File: config.mk
export PLATFORM = sky130hd
export DESIGN_NAME = cpms_top
export DESIGN_NICKNAME = d
export VERILOG_FILES = /design/src/logic/cpms_pkg.sv /design/src/logic/cpms_chan_if.sv /design/src/logic/cpms_channel.sv /design/src/logic/cpms_top.sv
export SDC_FILE = /design/constraint.sdc
export NUM_CORES = 2
export LEC_CHECK = 0
export ABC_AREA = 1
export BUFFER_PORTS_ARGS = -buffer_cell sky130_fd_sc_hd__buf_2
export CELL_PAD_IN_SITES_DETAIL_PLACEMENT = 1
export CELL_PAD_IN_SITES_GLOBAL_PLACEMENT = 1
export CORE_ASPECT_RATIO = 2
export CORE_UTILIZATION = 36
export DETAILED_ROUTE_END_ITERATION = 10
export HOLD_SLACK_MARGIN = 0.05
export PLACE_DENSITY_LB_ADDON = 0.1
export SLEW_MARGIN = 20
export SYNTH_ARGS = -nofsm -noshare
export SYNTH_HDL_FRONTEND = slang
export SYNTH_SLANG_ARGS = --single-unit
File: constraint.sdc
create_clock -name clk_sys -period 28.5 [get_ports clk_sys]
set_clock_uncertainty 0.15 [all_clocks]
set_input_delay 5.7 -clock clk_sys [delete_from_list [all_inputs] [get_ports clk_sys]]
set_output_delay 5.7 -clock clk_sys [all_outputs]
set_load 0.1 [all_outputs]
File: src/logic/cpms_pkg.sv
// Constants and types shared by the channel power and mute sequencer
package cpms_pkg;

  localparam int          NUM_CH        = 8;
  localparam int          VOL_W         = 8;
  localparam int          CNT_W         = 20;
  localparam int          SYNC_STAGES   = 3;

  // Register offsets on the control port
  localparam logic [7:0]  ADDR_CHAN_PWR = 8'h0D;
  localparam logic [7:0]  ADDR_GLB_PWR  = 8'h0E;
  localparam logic [7:0]  ADDR_ZC_CFG   = 8'h0F;
  localparam logic [7:0]  ADDR_STATUS   = 8'h1E;

  // Field positions
  localparam int          GLB_PDN_BIT   = 0;
  localparam int          ZC_MODE_BIT   = 0;
  localparam int          ZC_SEL_LSB    = 1;
  localparam int          ZC_SEL_W      = 3;
  localparam int          ZC_KEEP_BIT   = 4;
  localparam int          ZC_CFG_W      = 5;

  // Values after reset
  localparam logic [7:0]  RST_CHAN_PWR  = 8'h00;
  localparam logic [0:0]  RST_GLB_PDN   = 1'h1;
  localparam logic [4:0]  RST_ZC_CFG    = 5'h11;
  localparam logic [VOL_W-1:0] VOL_MUTE = 8'h00;

  // Timing: clock rate, time-out table and amplifier settling time
  localparam int unsigned CLK_HZ        = 10_000_000;
  localparam int unsigned CYC_PER_MS    = CLK_HZ / 1000;
  localparam int unsigned SETTLE_US     = 2000;
  localparam int unsigned SETTLE_CYC    = (SETTLE_US * (CLK_HZ / 1000) + 999)
                                          / 1000;
  localparam int unsigned TO_MS [8]     = '{5, 10, 15, 20, 25, 30, 40, 50};

  typedef enum logic [1:0] {
    CH_OFF,
    CH_UP,
    CH_RUN,
    CH_DOWN
  } cpms_ch_state_t;

endpackage : cpms_pkg

File: src/logic/cpms_chan_if.sv
// Signals between the sequencer top and one channel sequencer
`timescale 1ns/1ns
interface cpms_chan_if;
  logic                          pwr_en;
  logic [cpms_pkg::VOL_W-1:0]    vol_prog;
  logic                          zc;
  logic                          zc_mode;
  logic                          keep;
  logic [cpms_pkg::CNT_W-1:0]    timeout_cyc;
  logic [cpms_pkg::CNT_W-1:0]    settle_cyc;
  logic                          amp_on;
  logic [cpms_pkg::VOL_W-1:0]    vol_out;
  logic                          ready;

  modport ctrl (
    output pwr_en, vol_prog, zc, zc_mode, keep, timeout_cyc, settle_cyc,
    input  amp_on, vol_out, ready
  );
  modport chan (
    input  pwr_en, vol_prog, zc, zc_mode, keep, timeout_cyc, settle_cyc,
    output amp_on, vol_out, ready
  );
endinterface : cpms_chan_if

File: src/logic/cpms_channel.sv
// One channel: amplifier power sequence and zero-crossing volume update
`timescale 1ns/1ns
module cpms_channel (
  input  wire logic  clk_sys,
  input  wire logic  rst,
  cpms_chan_if.chan  ch
);
  import cpms_pkg::*;

  cpms_ch_state_t          state;
  logic [CNT_W-1:0]        settle_cnt;
  logic [CNT_W-1:0]        to_cnt;
  logic [VOL_W-1:0]        applied;
  logic [VOL_W-1:0]        pend_val;
  logic [VOL_W-1:0]        last_req;
  logic                    pend;
  logic                    req;
  logic [VOL_W-1:0]        req_val;
  logic                    settle_done;

  assign settle_done = (settle_cnt == '0);

  ////////////////////////////////////////////////////////////////////////////
  // Volume requests raised by the power sequence or by new programming
  always_comb begin
    req     = 1'b0;
    req_val = last_req;
    unique case (state)
      CH_UP: begin
        if (ch.pwr_en && settle_done) begin
          req     = 1'b1;
          req_val = ch.vol_prog;
        end
      end
      CH_RUN: begin
        if (!ch.pwr_en) begin
          req     = 1'b1;
          req_val = VOL_MUTE;
        end else if (ch.vol_prog != last_req) begin
          req     = 1'b1;
          req_val = ch.vol_prog;
        end
      end
      CH_OFF, CH_DOWN: begin
      end
    endcase
  end

  ////////////////////////////////////////////////////////////////////////////
  // Power sequence
  always_ff @(posedge clk_sys or posedge rst) begin
    if (rst) begin
      state      <= CH_OFF;
      settle_cnt <= '0;
    end else begin
      unique case (state)
        CH_OFF: begin
          if (ch.pwr_en) begin
            state      <= CH_UP;
            settle_cnt <= ch.settle_cyc;
          end
        end
        CH_UP: begin
          // Still muted, so the amplifier may drop at once
          if (!ch.pwr_en) begin
            state <= CH_OFF;
          end else if (settle_done) begin
            state <= CH_RUN;
          end else begin
            settle_cnt <= settle_cnt - 1'b1;
          end
        end
        CH_RUN: begin
          if (!ch.pwr_en) begin
            state <= CH_DOWN;
          end
        end
        CH_DOWN: begin
          // Amplifier stays up until the mute has really landed
          if (!pend && applied == VOL_MUTE) begin
            state <= CH_OFF;
          end
        end
      endcase
    end
  end

  always_ff @(posedge clk_sys or posedge rst) begin
    if (rst) begin
      last_req <= VOL_MUTE;
    end else if (req) begin
      last_req <= req_val;
    end
  end

  ////////////////////////////////////////////////////////////////////////////
  // Zero-crossing update of the applied volume
  always_ff @(posedge clk_sys or posedge rst) begin
    if (rst) begin
      applied  <= VOL_MUTE;
      pend     <= 1'b0;
      pend_val <= VOL_MUTE;
      to_cnt   <= '0;
    end else if (req) begin
      if (!ch.zc_mode) begin
        applied <= req_val;
        pend    <= 1'b0;
      end else begin
        if (pend && ch.keep) begin
          applied <= pend_val;
        end
        pend     <= 1'b1;
        pend_val <= req_val;
        to_cnt   <= ch.timeout_cyc;
      end
    end else if (pend) begin
      if (ch.zc || to_cnt == '0) begin
        applied <= pend_val;
        pend    <= 1'b0;
      end else begin
        to_cnt <= to_cnt - 1'b1;
      end
    end
  end

  assign ch.amp_on  = (state != CH_OFF);
  assign ch.ready   = (state == CH_RUN);
  assign ch.vol_out = applied;
endmodule : cpms_channel

File: src/logic/cpms_top.sv
// Channel power and mute sequencer: control registers and eight channels
`timescale 1ns/1ns
module cpms_top #(
  parameter int unsigned TO_UNIT_CYC = cpms_pkg::CYC_PER_MS,
  parameter int unsigned SETTLE_CYC  = cpms_pkg::SETTLE_CYC
) (
  input  wire logic                                       clk_sys,
  input  wire logic                                       rst,
  input  wire logic                                       reg_wr,
  input  wire logic                                       reg_rd,
  input  wire logic [7:0]                                 reg_addr,
  input  wire logic [7:0]                                 reg_wdata,
  output      logic [7:0]                                 reg_rdata,
  input  wire logic [cpms_pkg::NUM_CH-1:0][cpms_pkg::VOL_W-1:0] vol_prog,
  input  wire logic [cpms_pkg::NUM_CH-1:0]                zc_in,
  output      logic [cpms_pkg::NUM_CH-1:0]                amp_on,
  output      logic [cpms_pkg::NUM_CH-1:0][cpms_pkg::VOL_W-1:0] vol_out,
  output      logic [cpms_pkg::NUM_CH-1:0]                chan_ready
);
  import cpms_pkg::*;

  logic [NUM_CH-1:0]         channel_power_control;
  logic                      global_power_down;
  logic [ZC_CFG_W-1:0]       zc_cfg;
  logic [NUM_CH-1:0]         pwr_en;
  logic [NUM_CH-1:0]         zc_s1;
  logic [NUM_CH-1:0]         zc_s2;
  logic [NUM_CH-1:0]         zc_s3;
  logic [NUM_CH-1:0]         zc_level;
  logic [NUM_CH-1:0]         zc_evt;
  logic [NUM_CH-1:0]         next_zc_level;
  logic [CNT_W-1:0]          timeout_cyc;
  logic [ZC_SEL_W-1:0]       zc_sel;

  ////////////////////////////////////////////////////////////////////////////
  // Decoding shared by the write and read paths
  function automatic logic addr_hit(input logic [7:0] a,
                                    input logic [7:0] off);
    addr_hit = (a == off);
  endfunction : addr_hit

  function automatic logic [CNT_W-1:0] to_cycles(
    input logic [ZC_SEL_W-1:0] sel);
    logic [63:0] prod;
    prod      = 64'(TO_MS[sel]) * 64'(TO_UNIT_CYC);
    to_cycles = prod[CNT_W-1:0];
  endfunction : to_cycles

  // Level a crossing input settles to; a lone disagreeing stage keeps it
  function automatic logic [NUM_CH-1:0] settled_level(
    input logic [NUM_CH-1:0] s2,
    input logic [NUM_CH-1:0] s3,
    input logic [NUM_CH-1:0] lvl);
    settled_level = (s2 & s3) | (lvl & (s2 | s3));
  endfunction : settled_level

  ////////////////////////////////////////////////////////////////////////////
  // Control registers; rst is the reset pin seen active high, so nothing
  // written can survive or slip in while it is held
  always_ff @(posedge clk_sys or posedge rst) begin
    if (rst) begin
      channel_power_control <= RST_CHAN_PWR;
    end else if (reg_wr && addr_hit(reg_addr, ADDR_CHAN_PWR)) begin
      channel_power_control <= reg_wdata;
    end
  end

  always_ff @(posedge clk_sys or posedge rst) begin
    if (rst) begin
      global_power_down <= RST_GLB_PDN[0];
    end else if (reg_wr && addr_hit(reg_addr, ADDR_GLB_PWR)) begin
      global_power_down <= reg_wdata[GLB_PDN_BIT];
    end
  end

  always_ff @(posedge clk_sys or posedge rst) begin
    if (rst) begin
      zc_cfg <= RST_ZC_CFG;
    end else if (reg_wr && addr_hit(reg_addr, ADDR_ZC_CFG)) begin
      zc_cfg <= reg_wdata[ZC_CFG_W-1:0];
    end
  end

  // Reads answer one cycle later; unmapped offsets read as zero
  always_ff @(posedge clk_sys or posedge rst) begin
    if (rst) begin
      reg_rdata <= 8'h00;
    end else if (reg_rd) begin
      if (addr_hit(reg_addr, ADDR_CHAN_PWR)) begin
        reg_rdata <= channel_power_control;
      end else if (addr_hit(reg_addr, ADDR_GLB_PWR)) begin
        reg_rdata <= {7'h00, global_power_down};
      end else if (addr_hit(reg_addr, ADDR_ZC_CFG)) begin
        reg_rdata <= {3'h0, zc_cfg};
      end else if (addr_hit(reg_addr, ADDR_STATUS)) begin
        reg_rdata <= chan_ready;
      end else begin
        reg_rdata <= 8'h00;
      end
    end
  end

  ////////////////////////////////////////////////////////////////////////////
  // Zero-crossing comparators arrive asynchronously; a crossing counts
  // once the two later stages agree, which also rejects single glitches
  always_ff @(posedge clk_sys or posedge rst) begin
    if (rst) begin
      zc_s1    <= '0;
      zc_s2    <= '0;
      zc_s3    <= '0;
      zc_level <= '0;
    end else begin
      zc_s1    <= zc_in;
      zc_s2    <= zc_s1;
      zc_s3    <= zc_s2;
      zc_level <= next_zc_level;
    end
  end

  // Either polarity of a settled change marks a crossing
  assign next_zc_level = settled_level(zc_s2, zc_s3, zc_level);
  assign zc_evt        = zc_level ^ next_zc_level;

  ////////////////////////////////////////////////////////////////////////////
  // Channel power enables and per-channel sequencers
  assign zc_sel      = zc_cfg[ZC_SEL_LSB +: ZC_SEL_W];
  assign timeout_cyc = to_cycles(zc_sel);
  assign pwr_en      = ~channel_power_control
                       & {NUM_CH{~global_power_down}};

  generate
    for (genvar i = 0; i < NUM_CH; i++) begin : g_ch
      cpms_chan_if chif ();

      assign chif.pwr_en      = pwr_en[i];
      assign chif.vol_prog    = vol_prog[i];
      assign chif.zc          = zc_evt[i];
      assign chif.zc_mode     = zc_cfg[ZC_MODE_BIT];
      assign chif.keep        = zc_cfg[ZC_KEEP_BIT];
      assign chif.timeout_cyc = timeout_cyc;
      assign chif.settle_cyc  = CNT_W'(SETTLE_CYC);
      assign amp_on[i]        = chif.amp_on;
      assign vol_out[i]       = chif.vol_out;
      assign chan_ready[i]    = chif.ready;

      cpms_channel u_ch (
        .clk_sys (clk_sys),
        .rst     (rst),
        .ch      (chif)
      );
    end
  endgenerate

  // Per-channel power and mute relations
  generate
    for (genvar i = 0; i < NUM_CH; i++) begin : g_chk

    end
  endgenerate
endmodule : cpms_top

# Word level (Yosys, flattened, before mapping)
# Memories as Yosys holds them, arrays and structs flattened.
# Index checks and enable logic that the tools add are counted.
# word_totals
reg_bits	590
rom_bits	256
in_bits	92
output_inout_bits	88
word_cells	587
mem_count	1
# mem_list
memory	depth	width	read_ports	rd_clocked_by_memory_dff	write_ports	line_no	text
(name not given)	8	32	1	0	0	cpms_top.sv:45	prod = 64'(TO_MS[sel]) * 64'(TO_UNIT_CYC);
# classes
add_sub_neg	16
multipliers	1
magnitude_cmp	1
eq_ne	108
mux	240
n_bitwise	9
n_reduce_logical	147
# op_table
cell	n
20-bit two-way mux	49
8-bit two-way mux	68
20-bit zero test	16
20-bit case mux with 2 select lines	8
20-bit by 1-bit subtractor with 20-bit output, second input constant	16
8-bit case mux with 2 select lines	8
2-bit two-way mux	40
2-bit inequality test, second input constant	40
8-bit zero test	8
32-bit two-way mux	2
8-bit inequality test	8
2-bit case mux with 4 select lines	8
4-bit AND reduction	16
2-bit nonzero test	32
1-bit two-way mux	49
3-bit AND reduction	16
2-bit == test, second input constant	16
32-bit by 10-bit multiplier with 16-bit output, second input constant	1
2-bit by 1-bit inequality test with 1-bit output, second input constant	16
1-bit logical AND	27
8-bit bitwise AND	3
8-bit by 4-bit == test with 1-bit output, second input constant	3
3-bit by 2-bit inequality test with 1-bit output, second input constant	8
3-bit inequality test, second input constant	8
other kinds (13)	56

# Longest topological paths before layout
# logic_depth
ltp_word	8
depth_mapped	23
mapped_depth_nobuf	23

# Cells and area by module
# From an unflattened synthesis, not the netlist that was laid out.
# unflattened
hier_cells	5409
area_unflattened_um2	38416.8
# modules_own_cells
module	n_inst	cells_per_inst	area_each_um2	seq_area_each_um2
cpms_channel at g_ch[0].u_ch ...	4	624	4435.5	1676.6
cpms_channel at g_ch[4].u_ch ...	3	626	4332.9	1676.6
cpms_channel at g_ch[7].u_ch	1	627	4367.9	1676.6
cpms_top	1	408	3308.2	1355.0

# Least setup slack after synthesis
# OpenSTA, ideal clock, no wires.
# synth_path
path_type	input-to-reg
startpoint	input port reg_addr[7]
endpoint	register channel_power_control[1]
setup_ns	0.125
t_arrival_ns	7.115
required_time_ns	28.225
path_slack_ns	21.111
cell_stages	8
n_path_buf	0
cell_sequence	nor2_1 -> nand2_1 -> nor2_1 -> nand2_1 -> nor3_2 -> inv_1 -> nor2_2 -> mux2_2
# synth_between
elab_chain_cells	2
# synth_lines
element	line_no	text
from (decl)	cpms_top.sv:11	input wire logic [7:0] reg_addr,
8-bit by 4-bit == test with 1-bit output	cpms_top.sv:39	addr_hit = (a == off);
1-bit logical AND	cpms_top.sv:63	end else if (reg_wr && addr_hit(reg_addr, ADDR_CHAN_PWR)) begin
to (signal assigned)	cpms_top.sv:64	channel_power_control <= reg_wdata;
to (decl)	cpms_top.sv:22	logic [NUM_CH-1:0] channel_power_control;
# Every way passes these cells.
# A chain may end at the register's enable or synchronous reset.

# Worst setup path after layout
# layout_path
startpoint	register g_ch[6].u_ch.state[0]
endpoint	output port chan_ready[6] in the netlist's numbering
# layout_between
elab_chain_cells	1
# layout_lines
element	line_no	text
from (decl)	cpms_channel.sv:10	cpms_ch_state_t state;
from (signal assigned)	cpms_channel.sv:53	state <= CH_OFF;
from (signal assigned)	cpms_channel.sv:59	state <= CH_UP;
from (signal assigned)	cpms_channel.sv:66	state <= CH_OFF;
2-bit == test	cpms_channel.sv:127	assign ch.ready = (state == CH_RUN);
to (decl)	cpms_top.sv:18	output logic [cpms_pkg::NUM_CH-1:0] chan_ready
# Every way passes these cells.

==> results.json <==
{
  "yosysMostFrequentCell": "nand2_1",
  "clk_pin_slew_worst_paths_ns": 0.06,
  "yosys_register_bits": 590,
  "hold_slack_ns": 0.203,
  "setup_viol": 0,
  "min_period_ns": 8.20,
  "grt_max_degree": 139,
  "grt_setup_unrepaired": "no",
  "clock_path_buffers": 3,
  "area_growth_pct": 11.7,
  "crit_fanout": 13,
  "initial_utilization_pct": 36.4,
  "yosysSeqAreaShare_pct": 40.5,
  "worstSkewPairLatency_ns": 0.66,
  "gp_congestion": 0.821,
  "async_flop_share_pct": 100,
  "max_freq_ghz": 0.122,
  "ys.flop_type": "dfrtp_1",
  "ctsResizeCount": 0,
  "leakage_nw": 20.5,
  "io_pins": 180,
  "via_per_inst": 5.02,
  "tritoncts": "done",
  "fillCellCount": 12800,
  "place_inst": 6464,
  "hold_violations": 0,
  "synth_area_mm2": 0.0364,
  "syn_avg_cell_area_um2": 7.19,
  "synth_edf_count": 0,
  "synth_cells": 5069,
  "nNetsFinal": 5373,
  "antenna_found_initial": 12,
  "wl_per_cell_um": 17.8,
  "portBuffers": 179,
  "maxSlewHeadroom_pct": 34.9,
  "cts_buffers": 60,
  "drt-total-wl_mm": 117,
  "drive_above_1_share_pct": 8.67,
  "grtUsageTotal_pct": 23.3,
  "post_cts_buffers": 0,
  "die_h_um": 452,
  "synth_warnings": 0,
  "cts_sinks": 590,
  "ant_nets": 0,
  "synth_area_leaders": "dfrtp_1 (40%), nand2_1 (17%), inv_1 (5.9%)",
  "hold_class": "flip-flop to flip-flop",
  "synth_top_area_share_pct": 40.3,
  "drt_first_pass_iters": 5,
  "core-area_mm2": 0.100,
  "first_iter_violations": 1403,
  "slew_viol_final": 0,
  "synth_area_leader_cell": "dfrtp_1",
  "cp-end-kind": "primary output",
  "crit_path_start_kind": "flip-flop",
  "dieArea_mm2": 0.103,
  "grt_pass1_wl_mm": 190,
  "worstPathRequired_ns": 22.65,
  "worstMarginPinSlew_ns": 0.974,
  "layout_worst_path_cycle_share_pct": 28.8,
  "status": "completed",
  "yosys-top-cells-count": "nand2_1 (1610), dfrtp_1 (587), inv_1 (577)",
  "h-tree-depth": 2,
  "num_rows": 164,
  "ir_drop_uv": 75.0,
  "dr_total_vias": 33000,
  "drc": 0,
  "finalSetupTns_ns": 0,
  "syn_nets": 5244,
  "die_w_um": 227,
  "critPathKind": "flip-flop to primary output",
  "arrival_ns": 2.35,
  "grt_pass1_vias": 35100,
  "ys_types": 56,
  "p_per_area_mw_per_mm2": 108,
  "fin_cells": 6578,
  "p_total_mw": 4.40,
  "dp_hpwl_mm": 88.0,
  "maxCapViolations": 0,
  "cts_root_buf": "clkbuf_16",
  "ctsHoldBuffers": 0,
  "overflow": 0
}
power by group:
part | total [mW] | switching [mW] | internal [mW]
clock | 0.929 | 0.369 | 0.560
sequential | 1.34 | 0.239 | 1.10
combinational | 2.13 | 1.54 | 0.593
cells in the final DEF, fill, tap and decap left out, types with 13 or more instances in the layout:
cell and count:
nor4_1 22, inv_1 576, xor2_1 139, nand3b_1 26, bufinv_16 15, o21bai_1 14
buf_2 179, o21ai_0 342, a21oi_1 63, nor2_1 502, dfrtp_1 587, nor2_2 20
clkbuf_16 61, nand3_1 349, nand2_1 1609, a31oi_1 18, o21ai_1 110, nand4_1 59
buf_4 17, nand2_2 28, nor3_1 77, clkbuf_8 13, ha_1 79, xnor2_1 96
inv_2 28, o31ai_1 60
state kept, by name (all words and copies together) (netlist names), 64 cells and up, named ones only:
name / flops
g_ch.u_ch.settle_cnt: 160
g_ch.u_ch.to_cnt: 160
g_ch.u_ch.ch.vol_out: 64
g_ch.u_ch.pend_val: 64
g_ch.u_ch.last_req: 64
through the flow:
step / util (%) / cell area (um2) / worst slack (ns)
4_1_cts: 40.6 / 40700 / 20.24
6_report: 40.6 / 40700 / 20.30
3_3_place_gp: 38.4 / 38400 / 19.61
2_1_floorplan: - / 36400 / 6.14
5_1_grt: 40.6 / 40700 / 19.91
3_5_place_dp: 38.4 / 38400 / 19.59
metal layers:
| metal | GRT usage, % | vias to the layer above | wire, um |
|---|---|---|---|
| met5 | 0 | - | 103 |
| met4 | 7.73 | 16 | 3840 |
| met3 | 3.00 | 197 | 3220 |
| met2 | 46.0 | 374 | 64900 |
| met1 | 24.8 | 16100 | 44900 |
| li1 | - | 16400 | - |
cell type report:
type	instances	area, um2	share of cell area, %
Clock inverter	26	517	1.27
Tap cell	1328	1660	4.08
Multi-Input combinational cell	3737	18600	45.8
Inverter	612	2310	5.68
Sequential cell	590	14800	36.3
Timing Repair Buffer	197	1040	2.57
Antenna cell	4	10.0	0.0246
Clock buffer	84	1740	4.28
path summary, 6_finish.rpt:
path / depth (start not counted) / from / end / slack, ns
max: 3 / g_ch[6].u_ch.state[0] / chan_ready[6] / 20.30
min: 0 / zc_s1[2] / zc_s2[2] / 0.20
max reg2reg: 21 / zc_cfg[1] / g_ch[5].u_ch.to_cnt[19] / 22.24
min reg2reg: 0 / zc_s1[2] / zc_s2[2] / 0.20
max in group asynchronous: 4 / rst / g_ch[3].u_ch.settle_cnt[12] / 21.03
min in group asynchronous: 2 / rst / g_ch[5].u_ch.settle_cnt[18] / 4.99
cell families after synthesis:
logic type / synth area share [%]
and+or+nand+nor: 32.4
buffers and inverters: 8.40
AOI/OAI and AO/OA: 9.76
DFF: 40.5
xor gates and xnor gates: 5.67
adders and majority gates: 3.04
muxes: 0.185
other: 0.0103
worst max-delay path, cell delays in order (launching register included):
cell and delay (ns):
dfrtp_1 0.42, inv_1 0.12, ha_1 0.61, buf_2 0.55
Power figures use the tool's default switching activity.
